<file path="config.mk">
export PLATFORM = sky130hd
export DESIGN_NAME = stp_core
export DESIGN_NICKNAME = d
export VERILOG_FILES = /design/src/inc/stp_pkg.sv /design/src/hdl/stp_core.sv
export SDC_FILE = /design/constraint.sdc
export NUM_CORES = 1
export LEC_CHECK = 0
export ABC_AREA = 1
export CAP_MARGIN = 15
export CORE_UTILIZATION = 37
export DETAILED_ROUTE_END_ITERATION = 7
export DONT_BUFFER_PORTS = 1
export PLACE_DENSITY = 0.49
export SLEW_MARGIN = 20
export SYNTH_ARGS = -nofsm -noshare
export SYNTH_HDL_FRONTEND = slang
export SYNTH_SLANG_ARGS = --single-unit
</file>
<file path="constraint.sdc">
create_clock -name clk -period 5.6 [get_ports clk]
set_input_delay 0.84 -clock clk [delete_from_list [all_inputs] [get_ports clk]]
set_output_delay 0.84 -clock clk [all_outputs]
set_load 0.05 [all_outputs]
</file>
<file path="src/inc/stp_pkg.sv">
// Shared constants, register map, state encodings and state record of the stepper translator and PWM core.
// Assumes a 200 MHz system clock and one APB slave port with 32-bit data.
package stp_pkg;

    // =====================================================================
    // Timing
    // =====================================================================
    localparam int CLK_PS        = 5000;
    localparam int PWM_PERIOD_NS = 50000;
    localparam int PWM_CYC       = (PWM_PERIOD_NS * 1000) / CLK_PS;
    localparam int DEAD_NS       = 100;
    localparam int DEAD_CYC      = (DEAD_NS * 1000 + CLK_PS - 1) / CLK_PS;
    localparam int TRANS_NS      = 300;
    localparam int TRANS_CYC     = (TRANS_NS * 1000) / CLK_PS;
    localparam int PWM_CW        = 16;
    localparam int DEAD_CW       = 6;
    localparam int TRANS_CW      = 7;
    localparam logic [DEAD_CW-1:0]  DEAD_LD   = DEAD_CW'(DEAD_CYC);
    localparam logic [TRANS_CW-1:0] TRANS_LIM = TRANS_CW'(TRANS_CYC);

    // =====================================================================
    // Register map and fields
    // =====================================================================
    localparam logic [7:0] ADDR_CTRL = 8'h00;
    localparam logic [7:0] ADDR_POS  = 8'h04;
    localparam logic [7:0] ADDR_STAT = 8'h08;
    localparam logic [7:0] ADDR_SETP = 8'h0C;
    localparam int CTRL_EN    = 0;
    localparam int CTRL_DIRECTION_POLARITY_BIT  = 1;
    localparam int CTRL_STEP  = 2;
    localparam int CTRL_BRAKE = 3;
    localparam int CTRL_RES   = 4;
    localparam int STAT_FLT   = 8;
    localparam logic [2:0] RES_16   = 3'h0;
    localparam logic [2:0] RES_FULL = 3'h4;
    localparam logic [2:0] RES_RST  = RES_16;
    localparam logic [5:0] POS_RST  = 6'h08;

    // =====================================================================
    // Encodings and state record
    // =====================================================================
    typedef enum logic [4:0] {
        DR_OFF   = 5'b00001,
        DR_FWD   = 5'b00010,
        DR_SLOW  = 5'b00100,
        DR_FAST  = 5'b01000,
        DR_BRAKE = 5'b10000
    } stp_drive_t;

    typedef enum logic [2:0] {
        HB_OFF = 3'b001,
        HB_HI  = 3'b010,
        HB_LO  = 3'b100
    } stp_half_t;

    typedef struct packed {
        logic                          en;
        logic                          direction_polarity_bit;
        logic                          brake;
        logic [2:0]                    res;
        logic [5:0]                    pos;
        logic                          sw_step;
        logic                          step_prev;
        logic [31:0]                   prdata;
        logic [PWM_CW-1:0]             pwm_cnt;
        stp_drive_t [1:0]              drive;
        logic [1:0]                    top;
        logic [1:0]                    reached;
        logic [1:0]                    fast;
        logic [1:0][7:0]               prev_mag;
        logic [1:0]                    prev_neg;
        stp_half_t [3:0]               half;
        logic [3:0][DEAD_CW-1:0]       dead;
        logic [7:0][TRANS_CW-1:0]      on_cnt;
        logic [7:0]                    flt;
        logic [7:0]                    gate;
    } stp_state_t;

    // Quarter-wave sine, full scale 8'hFF, index 0 to 16 over 90 degrees.
    function automatic logic [7:0] stp_quarter(input logic [4:0] k);
        case (k)
            5'h00: stp_quarter = 8'h00;
            5'h01: stp_quarter = 8'h19;
            5'h02: stp_quarter = 8'h32;
            5'h03: stp_quarter = 8'h4A;
            5'h04: stp_quarter = 8'h62;
            5'h05: stp_quarter = 8'h78;
            5'h06: stp_quarter = 8'h8E;
            5'h07: stp_quarter = 8'hA2;
            5'h08: stp_quarter = 8'hB4;
            5'h09: stp_quarter = 8'hC5;
            5'h0A: stp_quarter = 8'hD4;
            5'h0B: stp_quarter = 8'hE1;
            5'h0C: stp_quarter = 8'hEC;
            5'h0D: stp_quarter = 8'hF4;
            5'h0E: stp_quarter = 8'hFA;
            5'h0F: stp_quarter = 8'hFE;
            default: stp_quarter = 8'hFF;
        endcase
    endfunction

    // Magnitude of sin(2*pi*p/64); the sign is p[5].
    function automatic logic [7:0] stp_sin_mag(input logic [5:0] p);
        stp_sin_mag = stp_quarter(p[4] ? (5'h10 - {1'b0, p[3:0]}) : {1'b0, p[3:0]});
    endfunction

endpackage

</file>
<file path="src/hdl/stp_core.sv">
// Stepper translator and dual-bridge PWM current regulation core with an APB register slave.
// Assumes the analog front end supplies per-bridge current comparators and per-switch overvoltage flags,
// and that all inputs are synchronous to clk.
//
// Implementation choices: the placing of the registers and the APB slave port.
`timescale 1ns/1ps

module stp_core
    import stp_pkg::*;
#(
    parameter int PWM_CYC_P = PWM_CYC
) (
    input  wire logic        clk,
    input  wire logic        sys_rst,
    input  wire logic        psel,
    input  wire logic        penable,
    input  wire logic        pwrite,
    input  wire logic [7:0]  paddr,
    input  wire logic [31:0] pwdata,
    input  wire logic [3:0]  pstrb,
    output logic      [31:0] prdata,
    output logic             pready,
    output logic             pslverr,
    input  wire logic        step_pulse_pin,
    input  wire logic        dir_pin,
    input  wire logic [1:0]  cur_reached,
    input  wire logic [7:0]  vds_high,
    output logic      [7:0]  gate,
    output logic      [7:0]  set_x_mag,
    output logic             set_x_neg,
    output logic      [7:0]  set_y_mag,
    output logic             set_y_neg
);

    // =====================================================================
    // Derived PWM instants
    // =====================================================================
    localparam logic [PWM_CW-1:0] CNT_LAST = PWM_CW'(PWM_CYC_P - 1);
    localparam logic [PWM_CW-1:0] HALF     = PWM_CW'(PWM_CYC_P / 2);
    localparam logic [PWM_CW-1:0] Q3       = PWM_CW'((PWM_CYC_P * 3) / 4);
    localparam int                BRK_WAIT = DEAD_CYC + 3;

    stp_state_t s;
    stp_state_t n;
    logic       pin_rise;
    logic       eff_dir;
    logic       acc;
    logic       wr;
    logic       mapped;
    logic       pos_wr;
    logic       act;
    logic [1:0][7:0] mag;
    logic [1:0]      neg;
    logic [5:0]      cos_p;
    logic [5:0]      step_sz;
    logic [1:0]      ntrig;

    // One move of the translator: an off-grid position first snaps to the coarse grid.
    function automatic logic [5:0] step_once(input logic [5:0] p, input logic [5:0] sz, input logic up);
        logic [5:0] m;
        m = sz - 6'h01;
        if ((p & m) != 6'h00) begin
            step_once = up ? ((p & ~m) + sz) : (p & ~m);
        end else begin
            step_once = up ? (p + sz) : (p - sz);
        end
    endfunction

    // =====================================================================
    // Combinational helpers
    // =====================================================================
    // Set points come straight from the live position so position writes reach the coils at once.
    assign pin_rise  = step_pulse_pin & ~s.step_prev;
    assign eff_dir   = dir_pin ^ s.direction_polarity_bit;
    assign acc       = psel & penable;
    assign wr        = acc & pwrite;
    assign mapped    = (paddr == ADDR_CTRL) || (paddr == ADDR_POS) || (paddr == ADDR_STAT) || (paddr == ADDR_SETP);
    assign pos_wr    = wr & pstrb[0] & (paddr == ADDR_POS);
    assign cos_p     = s.pos + 6'h10;
    assign mag[0]    = stp_sin_mag(cos_p);
    assign neg[0]    = cos_p[5];
    assign mag[1]    = stp_sin_mag(s.pos);
    assign neg[1]    = s.pos[5];
    assign act       = mag[1] > mag[0];
    assign step_sz   = 6'h01 << s.res;
    assign ntrig     = {1'b0, pin_rise} + {1'b0, s.sw_step};

    // =====================================================================
    // Next-state logic
    // =====================================================================
    // All state is updated here; later assignments take priority over earlier ones.
    always_comb begin
        stp_drive_t dsel;
        stp_half_t  want_a;
        stp_half_t  want_b;
        logic       rch;
        logic       tp;
        dsel   = DR_OFF;
        want_a = HB_OFF;
        want_b = HB_OFF;
        rch    = 1'b0;
        tp     = 1'b0;
        n      = s;
        n.step_prev = step_pulse_pin;

        // Translator moves with whatever resolution is current at the trigger.
        if (!s.brake) begin
            for (int k = 0; k < 2; k++) begin
                if (k < int'(ntrig)) begin
                    n.pos = step_once(n.pos, step_sz, eff_dir);
                end
            end
        end
        n.sw_step = 1'b0;

        // PWM period counter stands at zero while the drivers are off.
        if (!s.en) begin
            n.pwm_cnt = '0;
        end else if (s.pwm_cnt == CNT_LAST) begin
            n.pwm_cnt = '0;
        end else begin
            n.pwm_cnt = s.pwm_cnt + PWM_CW'(1);
        end

        // Per-bridge regulation loop.
        for (int b = 0; b < 2; b++) begin
            dsel = s.drive[b];
            rch  = s.reached[b];
            tp   = s.top[b];
            if (!s.en) begin
                dsel = DR_OFF;
                rch  = 1'b0;
                tp   = 1'b0;
            end else if (s.brake) begin
                dsel = (int'(act) == b) ? DR_BRAKE : DR_OFF;
            end else if (s.pwm_cnt == '0) begin
                // A drop or sign change of the set point picks fast decay for this period.
                n.fast[b]     = (mag[b] < s.prev_mag[b]) || (neg[b] != s.prev_neg[b]);
                n.prev_mag[b] = mag[b];
                n.prev_neg[b] = neg[b];
                rch  = 1'b0;
                dsel = DR_FWD;
            end else if (s.drive[b] == DR_FWD) begin
                if (cur_reached[b] && !s.reached[b]) begin
                    rch = 1'b1;
                    if (s.pwm_cnt < HALF) begin
                        tp = 1'b0;
                    end
                end
                if (s.pwm_cnt == Q3 && !rch) begin
                    tp = 1'b1;
                end
                // Reaching the current ends forward drive at any point; a reach before half of the period clears top regulation.
                if (rch && (!tp || s.pwm_cnt >= HALF)) begin
                    dsel = s.fast[b] ? DR_FAST : DR_SLOW;
                end
            end
            n.drive[b]   = dsel;
            n.reached[b] = rch;
            n.top[b]     = tp;

            // Half-bridge targets from the drive mode and current sign.
            case (dsel)
                DR_FWD: begin
                    want_a = neg[b] ? HB_LO : HB_HI;
                    want_b = neg[b] ? HB_HI : HB_LO;
                end
                DR_FAST: begin
                    want_a = neg[b] ? HB_HI : HB_LO;
                    want_b = neg[b] ? HB_LO : HB_HI;
                end
                DR_SLOW, DR_BRAKE: begin
                    want_a = HB_LO;
                    want_b = HB_LO;
                end
                default: begin
                    want_a = HB_OFF;
                    want_b = HB_OFF;
                end
            endcase
            for (int h = 2 * b; h < 2 * b + 2; h++) begin
                stp_half_t w;
                w = (h == 2 * b) ? want_a : want_b;
                if (w == s.half[h]) begin
                    n.dead[h] = (s.dead[h] != '0) ? s.dead[h] - DEAD_CW'(1) : '0;
                end else if (s.half[h] != HB_OFF) begin
                    n.half[h] = HB_OFF;
                    n.dead[h] = DEAD_LD;
                end else if (s.dead[h] == '0 || w == HB_OFF) begin
                    n.half[h] = w;
                end else begin
                    n.dead[h] = s.dead[h] - DEAD_CW'(1);
                end
            end
        end

        // Short protection: a switch on past its transition time with high drop is latched off.
        for (int j = 0; j < 8; j++) begin
            n.on_cnt[j] = !s.gate[j] ? '0 :
                          (s.on_cnt[j] == TRANS_LIM) ? s.on_cnt[j] : s.on_cnt[j] + TRANS_CW'(1);
            if (wr && pstrb[1] && paddr == ADDR_STAT && pwdata[STAT_FLT + j]) begin
                n.flt[j] = 1'b0;
            end
            if (s.gate[j] && vds_high[j] && s.on_cnt[j] >= TRANS_LIM) begin
                n.flt[j] = 1'b1;
            end
        end
        for (int h = 0; h < 4; h++) begin
            n.gate[2*h]   = n.en && n.half[h] == HB_HI && !n.flt[2*h];
            n.gate[2*h+1] = n.en && n.half[h] == HB_LO && !n.flt[2*h+1];
        end

        // CTRL and POS writes land last so software wins over self-clearing.
        if (wr && pstrb[0] && paddr == ADDR_CTRL) begin
            n.en      = pwdata[CTRL_EN];
            // Clearing enable drops the gates and the period counter in the same edge as the bit itself.
            if (!pwdata[CTRL_EN]) begin
                n.pwm_cnt = '0;
                n.gate    = '0;
            end
            n.direction_polarity_bit    = pwdata[CTRL_DIRECTION_POLARITY_BIT];
            n.sw_step = pwdata[CTRL_STEP];
            n.brake   = pwdata[CTRL_BRAKE];
            if (pwdata[CTRL_RES+2:CTRL_RES] <= RES_FULL) begin
                n.res = pwdata[CTRL_RES+2:CTRL_RES];
            end
        end
        if (pos_wr) begin
            n.pos = pwdata[5:0];
        end

        // Read data is captured in the setup phase and shown in the access phase.
        if (psel && !penable) begin
            if (paddr == ADDR_CTRL) begin
                n.prdata = {25'h0000000, s.res, s.brake, s.sw_step, s.direction_polarity_bit, s.en};
            end else if (paddr == ADDR_POS) begin
                n.prdata = {26'h0000000, s.pos};
            end else if (paddr == ADDR_STAT) begin
                n.prdata = {16'h0000, s.flt, 2'h0, dir_pin, eff_dir, s.reached, s.top};
            end else if (paddr == ADDR_SETP) begin
                n.prdata = {7'h00, neg[1], mag[1], 7'h00, neg[0], mag[0]};
            end else begin
                n.prdata = 32'h00000000;
            end
        end
    end

    // =====================================================================
    // State register
    // =====================================================================
    // Synchronous reset to defaults; the drivers come up off.
    always_ff @(posedge clk) begin
        if (sys_rst) begin
            s          <= '0;
            s.res      <= RES_RST;
            s.pos      <= POS_RST;
            s.drive    <= {DR_OFF, DR_OFF};
            s.half     <= {HB_OFF, HB_OFF, HB_OFF, HB_OFF};
        end else begin
            s <= n;
        end
    end

    // =====================================================================
    // Outputs
    // =====================================================================
    assign prdata    = s.prdata;
    assign pready    = acc;
    assign pslverr   = acc & ~mapped;
    assign gate      = s.gate;
    assign set_x_mag = mag[0];
    assign set_x_neg = neg[0];
    assign set_y_mag = mag[1];
    assign set_y_neg = neg[1];

    // =====================================================================
    // Checks
    // =====================================================================
    no_shoot_a: assert property (@(posedge clk) disable iff (sys_rst)
        (s.gate & (s.gate >> 1) & 8'h55) == 8'h00)
        else $error("upper and lower switch of one half-bridge on together");

    dead_gap_a: assert property (@(posedge clk) disable iff (sys_rst)
        $fell(s.gate[0]) |-> !s.gate[1] [*2])
        else $error("lower switch followed upper switch without dead time");

    off_hiz_a: assert property (@(posedge clk) disable iff (sys_rst)
        !s.en |-> (s.gate == 8'h00 && s.pwm_cnt == '0))
        else $error("bridge driven while drivers disabled");

    step_one_a: assert property (@(posedge clk) disable iff (sys_rst)
        (s.res == RES_16 && pin_rise && !s.sw_step && !s.brake && !pos_wr)
        |=> s.pos == ($past(eff_dir) ? $past(s.pos) + 6'h01 : $past(s.pos) - 6'h01))
        else $error("sixteenth step did not move position by one");

    full_grid_a: assert property (@(posedge clk) disable iff (sys_rst)
        (s.res == RES_FULL && ntrig != 2'h0 && !s.brake && !pos_wr) |=> s.pos[3:0] == 4'h0)
        else $error("full step left the position off the full-step grid");

    brake_hold_a: assert property (@(posedge clk) disable iff (sys_rst)
        (s.brake && !pos_wr) |=> $stable(s.pos))
        else $error("position moved during active brake");

    top_set_a: assert property (@(posedge clk) disable iff (sys_rst)
        (s.en && !s.brake && s.drive[0] == DR_FWD && s.pwm_cnt == Q3 && !s.reached[0] && !cur_reached[0])
        |=> s.top[0])
        else $error("top regulation not entered at three quarters of period");

    brake_low_a: assert property (@(posedge clk) disable iff (sys_rst)
        ($rose(s.brake) && s.en && s.flt == 8'h00 && !act) ##1 (s.brake && s.en && s.flt == 8'h00) [*2]
        |-> ##[0:BRK_WAIT] (s.gate[1] && s.gate[3]))
        else $error("brake did not close both lower switches of the active bridge");

    pos_write_a: assert property (@(posedge clk) disable iff (sys_rst)
        pos_wr |=> s.pos == $past(pwdata[5:0]))
        else $error("position write not applied at once");

endmodule

</file>
==> impl_metrics.yaml <==
status:
  status: "complete, no violations"
logic_synthesis:
  yosysTopAreaCellShare_pct: 30.87
  ys_seq_area_share_pct: 30.87
  synth.area.top_cells: "dfxtp_1, nand2_1, inv_1"
  synth_cell_types: 58
  syn_area_um2: 12780
  ys_warn_count: 0
  syn_inst: 1865
  async_reset_ff_share_pct: 0
  synth_ff_type: "dfxtp_1"
  synth_top_cell_by_area: "dfxtp_1"
  synth_edf_count: 0
  ys_ff_latch: 197
  avgSynthCellArea_um2: 6.850
clock_tree:
  h-tree-depth: 4
  max-clock-path-buffers: 2
  hold_buffers: 0
  cts_tree: "built"
  cts.sinks: 197
  clk_transition_reported_paths_ps: 80
  insertion_delay_ps: 450
  cts_setup_buffers: 0
  cts-root-buf: "clkbuf_16"
  cts_made_buffers: 17
layout:
  diodes: 0
  syn_to_final_growth_pct: 7.286
  fillers: 3578
  drive_above_1_share_pct: 8.665
  fin_nets: 1976
  fin_util_pct: 40.57
  final_cell_area_um2: 13710
power_and_ir_drop:
  peakVddDrop_mv: 0.2082
  powerDensity_nw_per_um2: 314.0
  power_leakage_nw: 6.090
detailed_routing:
  drt-pass1-iter-count: 5
  drc: 0
  antenna_left: 0
  wl_per_cell_um: 15.02
  routed_wl_mm: 34.64
  vias: 11560
  viasPerCell: 5.012
  drtIter0Drc: 659
critical_path:
  rr_startpoint: "s[193]$_SDFFE_PP0P_"
  cp-startpoint: "s[193]$_SDFFE_PP0P_"
  crit_path_frequent_cell: "nand2_1"
  cpPeakStageDelay_ps: 590
  arrival_ps: 5210
  cp_num_buf_inv: 5
  critical_path_peak_fanout: 12
  critPathRequiredTime_ps: 5940
  cpLargestDelayFamily: "simple AND/OR/NAND/NOR gates"
  crit_path_end_kind: "flip-flop"
  cp_slowest_cell: "dfxtp_1"
  critPathKind: "flip-flop to flip-flop"
  cp-start-kind: "flip-flop"
hold_path:
  hold_class: "flip-flop to flip-flop"
  worstHoldStart: "s[57]$_SDFFE_PP0N_"
sta:
  slew_violations: 0
  tightestPinTransition_ps: 1078
  timing.fmax_mhz: 205.4
  fin_skew_ps: 10.79
  period_share_pct: 86.94
  maxSlewHeadroom_pct: 27.67
  layout_min_cycle_time_ps: 4869
  setup_viol: 0
  setup_tns_ps: 0
  hold-worst-slack_ps: 443.3
  grt_setup_unrepaired: "no"
  hold_viol: 0
floorplan:
  die_area_um2: 35280
  die_height_um: 187.8
  core_um2: 33780
  fp-row-count: 67
  start_util_pct: 37.82
  pin_count: 121
  die_w_um: 187.8
run:
  maxCapViolations: 0
global_route:
  grt_antenna_before_repair: 0
  grt-ovfl-total: 0
  grtUsageTotal_pct: 20.18
  grt_max_degree: 75
  first_global_vias: 11150
  grt_pass1_wl_mm: 57.35
placed_design:
  routabilityCongestion: 0.8635
  hpwl_mm: 26.11
  placed_cell_area_um2: 13100
  port_buffers: 0
cell type report:
type	instances	area (um2)	share of cell area (%)
clock buffer	17	425.4	3.104
clock inverter	14	182.7	1.333
inverter	314	1186	8.654
multi-input combinational	1285	7176	52.35
sequential	197	3944	28.77
tap	448	560.5	4.089
timing repair buffer	31	232.7	1.698
where the power goes:
group	total [mW]	switching (mW)	internal [mW]
Clock	1.29	0.646	0.643
Combinational	1.46	0.932	0.525
Sequential	1.56	0.0721	1.49
Total	4.30	1.65	2.65
path summary, 6_finish.rpt:
kind	end	slack, ps	cells past startpoint
worst max-delay path	s[102]$_SDFF_PP1_	730	27
worst min-delay path	s[57]$_SDFFE_PP0N_	440	1
worst max register to register	s[102]$_SDFF_PP1_	730	27
worst min register to register	s[57]$_SDFFE_PP0N_	440	1
flip-flops by register name (all words and copies together), names as in the netlist:
name	flops
prdata	25
gate	8
s	163
set_y_neg	1
synth_stat cells, types with 3 or more instances:
cell type	n
inv_2	12
o211ai_1	14
nand2_4	9
buf_4	44
nand3_1	107
ha_1	67
nor2_1	153
nor4_1	18
nor3b_1	3
o21ai_2	5
and3_1	6
nand2_2	22
a21oi_1	144
dfxtp_1	197
nand3b_1	3
and2_1	3
a31oi_1	22
buf_6	8
a221oi_1	3
nand3_2	13
nor2_4	5
or2_2	10
inv_1	298
xor2_1	37
clkbuf_1	18
nand2_1	347
nor3_1	35
nand4_1	52
o21ai_0	111
o21bai_1	6
xnor2_1	24
o21ai_1	12
a211oi_1	10
nor2_2	5
nand3_4	5
o22ai_1	5
buf_2	3
inv_4	3
layer usage:
metal,routed length [um],vias up,GRT usage [%]
met2,15830,224,33.49
li1,-,6024,-
met4,467,0,5.222
met3,1735,26,3.799
met5,0,-,0
met1,16610,5284,26.71
through the flow:
step,setup WS [ps],total power [mW],std cells
global route,126.2,4.620,2306
floorplan,900.0,2.754,1871
finish,731.1,4.304,2306
global placement,654.6,3.033,2275
detailed placement,628.3,3.044,2275
CTS,589.2,4.352,2306
cell families (layout without fill, tap and decap cells):
kind of cell,count (synthesis),after routing,synth area share (%)
buffers and inverters,389,376,13.29
XOR/XNOR,61,61,4.182
adder cells (fa/ha/maj),69,69,6.875
AO/OA/AOI/OAI,343,343,14.86
AND/OR/NAND/NOR,805,805,29.90
flip-flops,197,197,30.87
other,1,7,0.02935
timing repair:
| item | 4_1_cts | 5_1_grt |
|---|---|---|
| gates resized for setup | 0 | 1 |
| endpoints found under the setup margin | 0 | 1 |
| endpoints found under the hold margin | 0 | 0 |
cell usage in the layout (no fill, tap or decap), types with 4 or more instances in the layout:
cell type,instances
nand2_4,9
nand2_1,347
nand3_4,5
nor4_1,16
nand4_1,52
buf_4,31
nand2_2,22
inv_2,12
o21ai_1,11
o22ai_1,5
clkinv_8,4
nor2_4,5
a211oi_1,10
o211ai_1,14
o21ai_0,111
o21bai_1,6
o21ai_2,6
ha_1,67
nor3_1,35
a21oi_1,144
nand3_1,107
inv_1,298
nor2_2,6
conb_1,7
xnor2_1,24
nor2_1,152
nand3_2,13
and3_1,6
a31oi_1,22
inv_8,4
clkbuf_16,17
xor2_1,37
dfxtp_1,197
or2_2,10
(Power assumes the default switching activity.)
